<file path="config.mk">
export PLATFORM = sky130hd
export DESIGN_NAME = tx_ramp_and_antenna_dwell_timing
export DESIGN_NICKNAME = d
export VERILOG_FILES = /design/src/tx_ramp_pkg.sv /design/src/step_tick_gen.sv /design/src/antenna_dwell_ctrl.sv /design/src/tx_ramp_and_antenna_dwell_timing.sv
export VERILOG_INCLUDE_DIRS = /design/src
export SDC_FILE = /design/constraint.sdc
export NUM_CORES = 1
export LEC_CHECK = 0
export ABC_AREA = 0
export ABC_CLOCK_PERIOD_IN_PS = 7100
export BUFFER_PORTS_ARGS = -buffer_cell sky130_fd_sc_hd__clkbuf_2
export CORE_UTILIZATION = 35
export CTS_CLUSTER_DIAMETER = 30
export CTS_CLUSTER_SIZE = 8
export DETAILED_ROUTE_END_ITERATION = 12
export PLACE_DENSITY = 0.6
export SLEW_MARGIN = 20
export SYNTH_ARGS = -nofsm -noshare
export SYNTH_HDL_FRONTEND = slang
export SYNTH_SLANG_ARGS = --single-unit
</file>
<file path="constraint.sdc">
create_clock -name mclk -period 7.1 [get_ports mclk]
set_input_delay 1.42 -clock mclk [delete_from_list [all_inputs] [get_ports mclk]]
set_output_delay 1.42 -clock mclk [all_outputs]
set_load 0.05 [all_outputs]
</file>
<file path="src/tx_ramp_cfg.svh">
// Purpose: Register map, field positions, reset values and step counts
// Assumes: Register indices are word indices on APB (byte address = 4 * index)
// Notes:   Definitions only
`ifndef TX_RAMP_CFG_SVH
`define TX_RAMP_CFG_SVH

`define IDX_DWELL        10'h004
`define IDX_RAMP_UP      10'h005
`define IDX_RAMP_DOWN    10'h006
`define IDX_CTRL         10'h008
`define IDX_STATUS       10'h009

`define DWELL_HWEN_BIT   7
`define DWELL_RSVD_BIT   6
`define DWELL_CNT_MSB    5
`define GAP_HI_MSB       7
`define GAP_HI_LSB       4
`define GAP_LO_MSB       3
`define CTRL_DOUBLE_BIT  0
`define CTRL_SWSEL_BIT   1
`define CTRL_LOAD_BIT    2

`define DWELL_RST        8'h00
`define RAMP_UP_RST      8'h00
`define RAMP_DOWN_RST    8'h00
`define CTRL_RST         8'h00

`define STEP_SHORT       6'd20
`define STEP_LONG        6'd40

`endif

</file>
<file path="src/tx_ramp_pkg.sv">
// Purpose: Shared types of the transmit ramp and antenna dwell block
// Assumes: Nothing beyond the configuration header
// Notes:   State codes are one-hot
`default_nettype none
package tx_ramp_pkg;

  typedef enum logic [5:0] {
    RAMP_IDLE = 6'h01,
    RAMP_UP_B = 6'h02,
    RAMP_UP_C = 6'h04,
    RAMP_ON   = 6'h08,
    RAMP_DN_B = 6'h10,
    RAMP_DN_A = 6'h20
  } ramp_state_t;

  typedef logic [7:0] reg8_t;

endpackage : tx_ramp_pkg
`default_nettype wire

</file>
<file path="src/step_tick_gen.sv">
// Purpose: One-cycle step pulse every 20 or 40 clocks
// Assumes: mclk is the input clock of the step unit
// Notes:   clear restarts the period so a phase lasts whole steps
`timescale 1ns/1ps
`default_nettype none
`include "tx_ramp_cfg.svh"
module step_tick_gen (
  input  wire logic mclk,
  input  wire logic rst_n,
  input  wire logic clear,
  input  wire logic stepDouble,
  output logic      tick
);
  import tx_ramp_pkg::*;

  typedef struct packed {
    logic [5:0] cnt;
  } tick_state_t;

  tick_state_t st;
  tick_state_t next_st;
  logic [5:0]  lastCount;

  assign lastCount = stepDouble ? (`STEP_LONG - 6'd1) : (`STEP_SHORT - 6'd1);
  assign tick      = !clear && (st.cnt >= lastCount);

  always_comb begin
    next_st = st;
    if (clear || st.cnt >= lastCount) begin
      next_st.cnt = 6'h00;
    end else begin
      next_st.cnt = st.cnt + 6'd1;
    end
  end

  always_ff @(posedge mclk) begin
    if (!rst_n) begin
      st <= '0;
    end else begin
      st <= next_st;
    end
  end
endmodule : step_tick_gen
`default_nettype wire

</file>
<file path="src/antenna_dwell_ctrl.sv">
// Purpose: Alternates antennas per dwell, records signal strength, picks final antenna
// Assumes: measureActive is high for a whole diversity measurement
// Notes:   A larger strength value means a better antenna
`timescale 1ns/1ps
`default_nettype none
`include "tx_ramp_cfg.svh"
module antenna_dwell_ctrl (
  input  wire logic       mclk,
  input  wire logic       rst_n,
  input  wire logic       hwEnable,
  input  wire logic [5:0] dwellCount,
  input  wire logic       stepDouble,
  input  wire logic       measureActive,
  input  wire logic [7:0] rssi,
  input  wire logic       swSelect,
  input  wire logic       swLoad,
  output logic            antennaSel,
  output logic            measuring
);
  import tx_ramp_pkg::*;

  typedef struct packed {
    logic       active;
    logic       ant;
    logic       finalAnt;
    logic [5:0] steps;
    logic [7:0] rssiA;
    logic [7:0] rssiB;
  } dwell_state_t;

  dwell_state_t st;
  dwell_state_t next_st;
  logic         run;
  logic         tick;

  // A zero dwell count disables switching altogether
  assign run = measureActive && (dwellCount != 6'h00);

  step_tick_gen u_tick (
    .mclk       (mclk),
    .rst_n      (rst_n),
    .clear      (!st.active),
    .stepDouble (stepDouble),
    .tick       (tick)
  );

  always_comb begin
    next_st        = st;
    next_st.active = run;
    if (run && !st.active) begin
      next_st.ant   = 1'b0;
      next_st.steps = 6'h00;
      next_st.rssiA = 8'h00;
      next_st.rssiB = 8'h00;
    end else if (run && tick) begin
      // Dwelling continues whether or not hardware makes the choice
      if (st.steps + 6'd1 >= dwellCount) begin
        next_st.steps = 6'h00;
        next_st.ant   = !st.ant;
        if (st.ant) begin
          next_st.rssiB = rssi;
        end else begin
          next_st.rssiA = rssi;
        end
      end else begin
        next_st.steps = st.steps + 6'd1;
      end
    end
    if (!run && st.active && hwEnable) begin
      next_st.finalAnt = (st.rssiB > st.rssiA);
    end else if (!hwEnable && swLoad) begin
      next_st.finalAnt = swSelect;
    end
  end

  assign antennaSel = st.active ? st.ant : st.finalAnt;
  assign measuring  = st.active;

  always_ff @(posedge mclk) begin
    if (!rst_n) begin
      st <= '0;
    end else begin
      st <= next_st;
    end
  end
endmodule : antenna_dwell_ctrl
`default_nettype wire

</file>
<file path="src/tx_ramp_and_antenna_dwell_timing.sv">
// Purpose: APB registers, transmit strobe ramp sequencing and antenna dwell control
// Assumes: One clock mclk; txRequest and measureActive are synchronous levels
// Notes:   Strobes are active low; zero-wait APB slave
//
// Contract
// - Diversity enabled: hardware picks the antenna
// - Diversity disabled: software select and load bits
// - Dwell intervals still stepped without hardware choice
// - Bit 6 reserved: writes ignored, reads zero
// - Six-bit dwell in 20 or 40 clock steps
// - Zero dwell count disables antenna switching
// - Bits 7:4 gap first to second strobe
// - Strobes drive command and power-enable pins
// - Bits 3:0 gap second to third strobe
// - Ramp-down gap third to second strobe release
// - Ramp-down gap second to first strobe release
//
// Implementation choice: the APB interface to the registers.
`timescale 1ns/1ps
`default_nettype none
`include "tx_ramp_cfg.svh"
module tx_ramp_and_antenna_dwell_timing (
  input  wire logic        mclk,
  input  wire logic        rst_n,
  input  wire logic        psel,
  input  wire logic        penable,
  input  wire logic        pwrite,
  input  wire logic [11:0] paddr,
  input  wire logic [31:0] pwdata,
  input  wire logic [3:0]  pstrb,
  output logic             pready,
  output logic [31:0]      prdata,
  output logic             pslverr,
  input  wire logic        txRequest,
  input  wire logic        measureActive,
  input  wire logic [7:0]  rssi,
  output logic             txStrobeA_n,
  output logic             txStrobeB_n,
  output logic             txStrobeC_n,
  output logic             txCommandPin_n,
  output logic             txPowerEnablePin_n,
  output logic             antennaSelect
);
  import tx_ramp_pkg::*;

  typedef enum logic [2:0] {
    DEC_NONE  = 3'd0,
    DEC_DWELL = 3'd1,
    DEC_UP    = 3'd2,
    DEC_DOWN  = 3'd3,
    DEC_CTRL  = 3'd4,
    DEC_STAT  = 3'd5
  } reg_sel_t;

  typedef struct packed {
    reg8_t       dwell;
    reg8_t       rampUp;
    reg8_t       rampDown;
    reg8_t       ctrl;
    logic        swLoad;
    logic [31:0] rdata;
    logic        err;
    ramp_state_t ramp;
    logic [3:0]  gapCnt;
    logic        strobeA;
    logic        strobeB;
    logic        strobeC;
    logic        reqSeen;
  } top_state_t;

  top_state_t  st;
  top_state_t  next_st;
  reg_sel_t    setupSel;
  reg_sel_t    accessSel;
  logic        wrAccess;
  logic        stepTick;
  logic        phaseClear;
  logic        gapDone;
  logic [3:0]  curGap;
  logic        antSel;
  logic        measuring;
  logic        stepDouble;

  function automatic reg_sel_t decode(input logic [11:0] addr);
    if (addr == {`IDX_DWELL, 2'b00}) begin
      decode = DEC_DWELL;
    end else if (addr == {`IDX_RAMP_UP, 2'b00}) begin
      decode = DEC_UP;
    end else if (addr == {`IDX_RAMP_DOWN, 2'b00}) begin
      decode = DEC_DOWN;
    end else if (addr == {`IDX_CTRL, 2'b00}) begin
      decode = DEC_CTRL;
    end else if (addr == {`IDX_STATUS, 2'b00}) begin
      decode = DEC_STAT;
    end else begin
      decode = DEC_NONE;
    end
  endfunction : decode

  assign setupSel   = decode(paddr);
  assign accessSel  = decode(paddr);
  assign wrAccess   = psel && penable && pwrite && pstrb[0];
  assign pready     = psel && penable;
  assign prdata     = st.rdata;
  assign pslverr    = psel && penable && st.err;
  assign stepDouble = st.ctrl[`CTRL_DOUBLE_BIT];

  // Gap of the phase now running
  always_comb begin
    case (st.ramp)
      RAMP_UP_B: curGap = st.rampUp[`GAP_HI_MSB:`GAP_HI_LSB];
      RAMP_UP_C: curGap = st.rampUp[`GAP_LO_MSB:0];
      RAMP_DN_B: curGap = st.rampDown[`GAP_HI_MSB:`GAP_HI_LSB];
      RAMP_DN_A: curGap = st.rampDown[`GAP_LO_MSB:0];
      default:   curGap = 4'h0;
    endcase
  end

  assign gapDone    = stepTick && (st.gapCnt + 4'd1 >= curGap);
  assign phaseClear = (st.ramp == RAMP_IDLE) || (st.ramp == RAMP_ON)
                      || (!txRequest && ((st.ramp == RAMP_UP_B) || (st.ramp == RAMP_UP_C)));

  step_tick_gen u_ramp_tick (
    .mclk       (mclk),
    .rst_n      (rst_n),
    .clear      (phaseClear),
    .stepDouble (stepDouble),
    .tick       (stepTick)
  );

  antenna_dwell_ctrl u_dwell (
    .mclk          (mclk),
    .rst_n         (rst_n),
    .hwEnable      (st.dwell[`DWELL_HWEN_BIT]),
    .dwellCount    (st.dwell[`DWELL_CNT_MSB:0]),
    .stepDouble    (stepDouble),
    .measureActive (measureActive),
    .rssi          (rssi),
    .swSelect      (st.ctrl[`CTRL_SWSEL_BIT]),
    .swLoad        (st.swLoad),
    .antennaSel    (antSel),
    .measuring     (measuring)
  );

  always_comb begin
    next_st         = st;
    next_st.swLoad  = 1'b0;
    next_st.reqSeen = txRequest;
    // Read data and error captured in the setup phase
    if (psel && !penable) begin
      next_st.err   = (setupSel == DEC_NONE);
      next_st.rdata = 32'h0000_0000;
      case (setupSel)
        DEC_DWELL: next_st.rdata[7:0] = st.dwell;
        DEC_UP:    next_st.rdata[7:0] = st.rampUp;
        DEC_DOWN:  next_st.rdata[7:0] = st.rampDown;
        DEC_CTRL:  next_st.rdata[7:0] = st.ctrl;
        DEC_STAT:  next_st.rdata[11:0] = {st.ramp, measuring, antSel,
                                          st.strobeC, st.strobeB, st.strobeA, 1'b0};
        default:   next_st.rdata = 32'h0000_0000;
      endcase
    end
    if (wrAccess) begin
      if (accessSel == DEC_DWELL) begin
        next_st.dwell = pwdata[7:0] & 8'hBF;
      end else if (accessSel == DEC_UP) begin
        next_st.rampUp = pwdata[7:0];
      end else if (accessSel == DEC_DOWN) begin
        next_st.rampDown = pwdata[7:0];
      end else if (accessSel == DEC_CTRL) begin
        next_st.ctrl   = pwdata[7:0] & 8'h03;
        next_st.swLoad = pwdata[`CTRL_LOAD_BIT];
      end
    end
    if (stepTick) begin
      next_st.gapCnt = st.gapCnt + 4'd1;
    end
    case (st.ramp)
      RAMP_IDLE: begin
        next_st.gapCnt = 4'h0;
        if (txRequest && !st.reqSeen) begin
          next_st.strobeA = 1'b1;
          if (st.rampUp[`GAP_HI_MSB:`GAP_HI_LSB] != 4'h0) begin
            next_st.ramp = RAMP_UP_B;
          end else begin
            next_st.strobeB = 1'b1;
            if (st.rampUp[`GAP_LO_MSB:0] != 4'h0) begin
              next_st.ramp = RAMP_UP_C;
            end else begin
              next_st.strobeC = 1'b1;
              next_st.ramp    = RAMP_ON;
            end
          end
        end
      end
      RAMP_UP_B, RAMP_UP_C, RAMP_ON: begin
        if (!txRequest) begin
          next_st.gapCnt  = 4'h0;
          next_st.strobeC = 1'b0;
          if (st.rampDown[`GAP_HI_MSB:`GAP_HI_LSB] != 4'h0 && st.strobeB) begin
            next_st.ramp = RAMP_DN_B;
          end else begin
            next_st.strobeB = 1'b0;
            if (st.rampDown[`GAP_LO_MSB:0] != 4'h0) begin
              next_st.ramp = RAMP_DN_A;
            end else begin
              next_st.strobeA = 1'b0;
              next_st.ramp    = RAMP_IDLE;
            end
          end
        end else if (st.ramp == RAMP_UP_B && gapDone) begin
          next_st.gapCnt  = 4'h0;
          next_st.strobeB = 1'b1;
          if (st.rampUp[`GAP_LO_MSB:0] != 4'h0) begin
            next_st.ramp = RAMP_UP_C;
          end else begin
            next_st.strobeC = 1'b1;
            next_st.ramp    = RAMP_ON;
          end
        end else if (st.ramp == RAMP_UP_C && gapDone) begin
          next_st.gapCnt  = 4'h0;
          next_st.strobeC = 1'b1;
          next_st.ramp    = RAMP_ON;
        end
      end
      RAMP_DN_B: begin
        if (gapDone) begin
          next_st.gapCnt  = 4'h0;
          next_st.strobeB = 1'b0;
          if (st.rampDown[`GAP_LO_MSB:0] != 4'h0) begin
            next_st.ramp = RAMP_DN_A;
          end else begin
            next_st.strobeA = 1'b0;
            next_st.ramp    = RAMP_IDLE;
          end
        end
      end
      RAMP_DN_A: begin
        if (gapDone) begin
          next_st.gapCnt  = 4'h0;
          next_st.strobeA = 1'b0;
          next_st.ramp    = RAMP_IDLE;
        end
      end
      default: begin
        next_st.ramp = RAMP_IDLE;
      end
    endcase
  end

  always_ff @(posedge mclk) begin
    if (!rst_n) begin
      st          <= '0;
      st.dwell    <= `DWELL_RST;
      st.rampUp   <= `RAMP_UP_RST;
      st.rampDown <= `RAMP_DOWN_RST;
      st.ctrl     <= `CTRL_RST;
      st.ramp     <= RAMP_IDLE;
    end else begin
      st <= next_st;
    end
  end

  assign txStrobeA_n        = !st.strobeA;
  assign txStrobeB_n        = !st.strobeB;
  assign txStrobeC_n        = !st.strobeC;
  assign txCommandPin_n     = !st.strobeA;
  assign txPowerEnablePin_n = !st.strobeB;
  assign antennaSelect      = antSel;
endmodule : tx_ramp_and_antenna_dwell_timing
`default_nettype wire

</file>
==> Yosys cells after proc, flatten, opt, wreduce, memory -nomap -nowiden <==
Index checks and enable logic that the tools add are counted.
{ "word_totals": {"word_cells": 161, "rom_bits": 0, "out_inout_bits": 40, "latch_bits": 0, "ramBits": 0, "input_bits": 63, "regBits": 90, "n_memories": 0} }
{ "op_classes": {"shifts": 0, "n_eq_ne": 25, "bitwise_logic": 7, "mux": 38, "multipliers": 0, "addsub": 4, "div_mod_pow": 0, "reduce_logical": 61, "magnitude_cmp": 5} }
{ "op_table": {"columns": ["op", "count"], "rows": [
  ["$pmux 8 s5", 1],
  ["$eq 12x5->1 const B", 3],
  ["$mux 6", 6],
  ["$mux 10", 3],
  ["$eq 12x6->1 const B", 2],
  ["$pmux 6 s4", 1],
  ["$pmux 5 s4", 1],
  ["$reduce_bool 4->1", 5],
  ["$logic_and 1x1->1", 19],
  ["$add 6x1->6 const B", 3],
  ["$ge 6x6->1", 3],
  ["$mux 3", 6],
  ["$pmux 4 s4", 1],
  ["$mux 12", 1],
  ["$mux 4", 3],
  ["$reduce_and 4->1", 3],
  ["$reduce_and 6->1", 2],
  ["$logic_not 1->1", 11],
  ["$mux 11", 1],
  ["$ne 2x2->1 const B", 5],
  ["$mux 1", 9],
  ["$reduce_and 3->1", 3],
  ["$gt 8x8->1", 1],
  ["$not 1->1", 7],
  ["other kinds (27)", 40]
]} }

==> Longest topological paths before layout <==
Gate-level depths: netlist (run 1).
{ "depth": {"ltp_word": 12, "depth_mapped": 12, "mapped_depth_nobuf": 11} }

==> By module <==
Synthesis (run 1) repeated with hierarchy kept, for this count alone.
{ "hier_totals": {"cells_unflattened": 608, "area_unflattened_um2": 5417.7} }
{ "modules_own_cells": {"columns": ["module", "area_each_um2", "n_inst", "seq_area_each_um2", "cells_each"], "rows": [
  ["tx_ramp_and_antenna_dwell_timing", 3289.4, 1, 1061.0, 372],
  ["antenna_dwell_ctrl", 1487.7, 1, 500.5, 170],
  ["step_tick_gen", 320.3, 2, 120.1, 33]
]} }

==> Worst setup path before layout (run 1) <==
OpenSTA, ideal clock, no wires.
{ "synth_timing": {"path_type": "input-to-output", "from": "input port psel", "to": "output port pslverr", "n_path_buf": 0, "setup_slack_ps": 3811, "arrival_ps": 1869, "required_ps": 5680, "stages": 1, "cell_sequence": "and3_1"} }
{ "synth_via": {"elab_chain_len": 2} }
{ "synth_rtl": {"columns": ["element", "line_no", "text"], "rows": [
  ["start: declaration", "tx_ramp_and_antenna_dwell_timing.sv:25", "input wire logic psel,"],
  ["$logic_and 1x1->1 (2 in series)", "tx_ramp_and_antenna_dwell_timing.sv:105", "assign pslverr = psel && penable && st.err;"],
  ["end: declaration", "tx_ramp_and_antenna_dwell_timing.sv:33", "output logic pslverr,"]
]} }
No other way between the ends.

==> Final worst setup path (run 1) <==
{ "layout_timing": {"from": "register st[9] (netlist bit)", "to": "register st[5] (netlist bit)"} }
{ "layout_via": {"elab_chain_len": 12, "word_cells_on_any_way": 25, "cone_classes": "1 x order compare; 6 x eq/ne; 8 x mux; 10 x reduce/logical"} }
{ "layout_rtl": {"columns": ["element", "line_no", "text"], "rows": [
  ["start: declaration", "tx_ramp_and_antenna_dwell_timing.sv:71", "top_state_t st;"],
  ["start signal: assignment", "tx_ramp_and_antenna_dwell_timing.sv:260", "st <= next_st;"],
  ["branches (longest 11 deep; another with $ge 4x4->1)", null, null],
  ["$pmux 5 s4 (*)", "tx_ramp_and_antenna_dwell_timing.sv:178", "case (st.ramp)"]
]} }
Mark *: on every way between the ends. The select of a mux whose other input is x is not followed.
A chain may end at the register's enable or synchronous reset.

==> flow_summary.ini, run 1 <==
[yosys]
yosysWarnings = 0
synth_edf_count = 0
ys_ff_latch = 90
yosysSeqAreaShare = 0.354
async_flop_share = 0
synth.cell_area_sq_mm = 0.00509
syn_inst = 579
ys_types = 70
avgSynthCellArea_sq_um = 8.78
ys.flop_type = dfxtp_1

[finish]
finalInstanceArea_sq_mm = 0.00561
area_growth_pct = 10.3
final_common_cell = dfxtp_1
nets = 701
n_fill_cell = 1401
drive_gt1_frac = 0.160
num_antenna_cells = 0
final_cell_mix = 90 x dfxtp_1, 72 x nor2_1, 57 x nand2_1, 55 x clkbuf_2, 45 x mux2i_1

[timing]
period_minus_slack_ps = 3620
rsz0062_at_grt = false
worst_pin_slew_ps = 1050
setup_viol = 0
relSlewSlack = 0.300
skew_ps = 4.62
final_max_slew_viol_count = 0
tns_ps = 0
max_freq_mhz = 276
min_period_over_period = 0.509
hold_viol = 0

[clock_network]
cts_buffers = 9
postCtsHoldBufs = 0
path_clk_slew_ps = 60
cts_setup_buffers = 0
cts_resized = 0
clockBufferDepth = 2
tritoncts = done
cts.sinks = 90
worstSkewPairLatency_ps = 340
htree_levels = 3
clockRootBuffer = clkbuf_16

[grt]
antenna_found_initial = 0
grt_pass1_wl_mm = 18.6
first_global_vias = 3870
overflow = 0
grt_usage = 0.156
grt_max_degree = 36

[worst_setup_path]
worst-path-buf-inv = 0
worstPathRequired_ps = 7370
critPathMaxFanout = 12
worstPathArrival_ps = 3890
worst-setup-path-type = flop to flop
slowest_stage = a2111oi_0
startpoint_type = flop
max_stage_delay_ps = 690
worstPathCellList = or4_4 -> nor3b_2 -> a221o_1 -> ha_1 -> nand2b_1 -> a2111oi_0 -> nor4b_4 -> a21oi_1 -> o21ai_1 -> nor2_1
worstSetupEndpointType = flop
crit_family = simple AND/OR/NAND/NOR gates

[floorplan]
dieArea_sq_mm = 0.0150
design.core.area_sq_mm = 0.0140
die_y_um = 123
start_util = 0.362
rows = 43
pin_count = 103
die_width_um = 123

[routing]
via_per_inst = 5.11
wl_per_cell_um = 14.1
final_antenna_net_count = 0
drtIter0Drc = 332
drtPass1Iterations = 5
drc = 0
num_vias = 4056
routed_wl_mm = 11.2

[place]
place.port_buffers = 55
placed_area_sq_mm = 0.00532
place.detailed.hpwl_mm = 8.65
gp_congestion = 0.853

[worst_hold_path]
hold_path_class = flop to flop

[pwr]
power.leakage_uw = 0.00231
ir_drop_uv = 146
cellPowerDensity_mw_per_mm2 = 194

[flow_run]
drv_cap = 0

[run_status]
status = finished clean
[cells in the mapped netlist (all sizes together), types with 7 or more instances]
cell type,count,area (sq um)
a222oi,7,70.1
nor4,11,118
mux2i,45,450
xnor2,12,105
nand2b,10,62.6
nor3,8,61.3
nor2,73,282
a21oi,24,128
nand3,21,110
xor2,16,140
dfxtp,90,1800
nand2,58,220
clkbuf,10,37.5
inv,24,90.1
ha,28,350
o21ai,15,75.1
buf,46,324
a21o,11,82.6
[power breakdown]
group          switching, uW  total, uW  internal (uW)
Combinational           77.9        106           28.3
Sequential              7.81        517            510
Clock                    189        462            272
Total                    275       1090            810
[cells by family (layout without fill, tap and decap cells)]
family | after synthesis | count (layout) | share of synthesized area
compound gates | 95 | 95 | 0.131
xor+xnor | 28 | 28 | 0.0482
fa+ha+maj | 28 | 28 | 0.0689
buf+inv | 81 | 97 | 0.0895
flops | 90 | 90 | 0.354
mux | 47 | 47 | 0.0930
other cells | 1 | 20 | 0.000737
simple gates | 209 | 209 | 0.214
[cell type report]
| type | instances | area, sq um | share of cell area |
|---|---|---|---|
| Inverter | 25 | 93.8 | 0.0167 |
| Clock inverter | 2 | 10.0 | 0.00178 |
| Clock buffer | 13 | 280 | 0.0500 |
| Tap cell | 180 | 225 | 0.0402 |
| Multi-Input combinational cell | 427 | 2910 | 0.518 |
| Sequential cell | 90 | 1800 | 0.321 |
| Timing Repair Buffer | 57 | 290 | 0.0518 |
[through the flow]
step / hold WS [ps] / cells / setup WS [ps] / utilization / total power (uW)
finish: 451 / 794 / 3480 / 0.399 / 1090
global route: 473 / 794 / 3200 / 0.399 / 1130
CTS: 458 / 794 / 3470 / 0.399 / 1100
detailed placement: 446 / 779 / 3480 / 0.379 / 635
global placement: 425 / 779 / 3530 / 0.379 / 634
floorplan: 418 / 598 / 3810 / - / 618
[state kept, by name (all words and copies together), names as in the netlist]
name               count
u_dwell.u_tick.st      6
u_dwell.st            24
u_ramp_tick.st         6
prdata                12
u_dwell.measuring      1
st                    41
[worst paths after layout]
kind                                           start                    to  slack [ps]  cells past startpoint
worst min register to register  u_dwell.u_tick.st[0]  u_dwell.u_tick.st[0]         450                      1
worst max register to register                 st[9]                 st[5]        3480                     10
worst min-delay path            u_dwell.u_tick.st[0]  u_dwell.u_tick.st[0]         450                      1
worst max-delay path                           st[9]                 st[5]        3480                     10
[routing by layer]
layer | routed length (um) | vias up | track usage
met5 | 0 | - | 0
met4 | 103 | 0 | 0.0404
met3 | 500 | 10 | 0.0376
met2 | 5500 | 101 | 0.272
met1 | 5110 | 1917 | 0.191
li1 | - | 2028 | -
Power figures use the tool's default switching activity.
==> inputs of run 2 (changes only) <==
Settings changed: ABC_CLOCK_PERIOD_IN_PS 7100 to 3800.
Clock period 7.1 ns to 3.8 ns, I/O delays scaled along.
==> run 2 against run 1 <==
  * Combinational power grew 96%
  * Sequential power increased by 86%
  * Global-route usage increased by 0.57 points
  * Via count up 0.27%
  * Clock-buffer cell count decreased by 2
  * Largest power group unchanged
  * Largest cell class unchanged
  * Worst setup slack worse by 2900 ps
  * Critical endpoint is now st[10]
==> flow_summary.ini, run 2 (synthesis results as in run 1) <==
[run_status]
status = finished clean

[timing]
final_max_slew_viol_count = 0
setup_viol = 0
relSlewSlack = 0.375
min_period_over_period = 0.848
period_minus_slack_ps = 3220
setup_slack_ps = 578
skew_ps = 6.41
rsz0062_at_grt = false
max_freq_mhz = 310
tns_ps = 0
hold_viol = 0
worst_pin_slew_ps = 929

[finish]
nets = 706
drive_gt1_frac = 0.166
fin_util = 0.404
seqCellArea_sq_mm = 0.00180
final_common_cell = dfxtp_1
multi_input_area_sq_mm = 0.00291
regMostFlops = st
n_fill_cell = 1420
final_cell_mix = 90 x dfxtp_1, 72 x nor2_1, 57 x nand2_1, 55 x clkbuf_2, 45 x mux2i_1
largest_reg_flops = 41
num_antenna_cells = 0
area_growth_pct = 11.6

[routing]
drc = 0
drtPass1Iterations = 7
routed_wl_mm = 11.5
wl_per_cell_um = 14.4
via_per_inst = 5.08
num_vias = 4067
final_antenna_net_count = 0
drtIter0Drc = 264

[clock_network]
path_clk_slew_ps = 60
tritoncts = done
clockBufferDepth = 2
cts_resized = 0
cts_setup_buffers = 0
postCtsHoldBufs = 0
cts_buffers = 9
worstSkewPairLatency_ps = 340
htree_levels = 3
cts.sinks = 90
clockRootBuffer = clkbuf_16

[floorplan]
die_y_um = 123
dieArea_sq_mm = 0.0150
rows = 43
start_util = 0.362
die_width_um = 123
pin_count = 103
design.core.area_sq_mm = 0.0140

[pwr]
power.leakage_uw = 0.00234
ir_drop_uv = 210
cellPowerDensity_mw_per_mm2 = 375

[worst_setup_path]
slowest_stage = or4_4
max_stage_delay_ps = 620
worst-setup-path-type = flop to flop
worstPathRequired_ps = 4070
crit_start = st[9]
worstPathArrival_ps = 3490
worstPathCellList = or4_4 -> nor3b_2 -> buf_4 -> a221oi_1 -> ha_1 -> o21a_1 -> nor2_1 -> nor4b_4 -> a21oi_1 -> a21oi_2 -> mux2i_1
r2r_cells = 11
critPathMaxFanout = 12
r2r-start = st[9]
startpoint_type = flop
worstSetupEndpointType = flop

[worst_hold_path]
worstHoldStart = prdata[0]
hold_path_class = flop to flop
min_path_cells = 2

[grt]
first_global_vias = 3901
grt_usage = 0.162
antenna_found_initial = 0
grt_pass1_wl_mm = 19.0
grt_max_degree = 35
overflow = 0

[flow_run]
drv_cap = 0

[place]
place.port_buffers = 55
gp_congestion = 0.868
pre_cts_ws_ps = 594
place.detailed.hpwl_mm = 8.78
## run 2: routing by layer
layer  vias up  track usage  wire length [um]
li1       2046            -                 -
met1      1883        0.196              5090
met2       116        0.273              5600
met3        22       0.0441               610
met4         0       0.0579               205
met5         -            0                 0
## run 2: cell type report
| cell class | instances | area share |
|---|---|---|
| clock buffers | 11 | 0.0428 |
| clock inverters | 5 | 0.0137 |
| inverters | 25 | 0.0165 |
| multi-input cells | 427 | 0.512 |
| flip-flops and latches | 90 | 0.317 |
| well taps | 180 | 0.0397 |
| repair buffers | 62 | 0.0578 |
## run 2: path summary, 6_finish.rpt
| check | endpoint | slack, ps |
|---|---|---|
| max | st[10] | 580 |
| min | prdata[0] | 450 |
| max reg2reg | st[10] | 580 |
| min reg2reg | prdata[0] | 450 |
## run 2: through the flow
stage	cell area, sq um	hold slack, ps	instances	total power [uW]
detailed placement	5360	441	784	1190
CTS	5680	455	800	2150
global placement	5360	426	784	1190
finish	5680	448	800	2130
global route	5680	467	800	2200
floorplan	5160	418	598	1150
## run 2: report_power, final
group / total [uW] / switching, uW / internal (uW)
combinational: 208 / 153 / 55.2
clock: 958 / 366 / 592
sequential: 963 / 10.5 / 952
total: 2130 / 530 / 1600
## run 2: worst max-delay path, delay by kind of cell, from the launching register on
| kind | cells | cell delay, ps |
|---|---|---|
| and+or+nand+nor | 4 | 1400 |
| AOI/OAI and AO/OA | 4 | 650 |
| DFF | 1 | 430 |
| adders and majority gates | 1 | 290 |
| muxes | 1 | 210 |
| buffers and inverters | 1 | 180 |
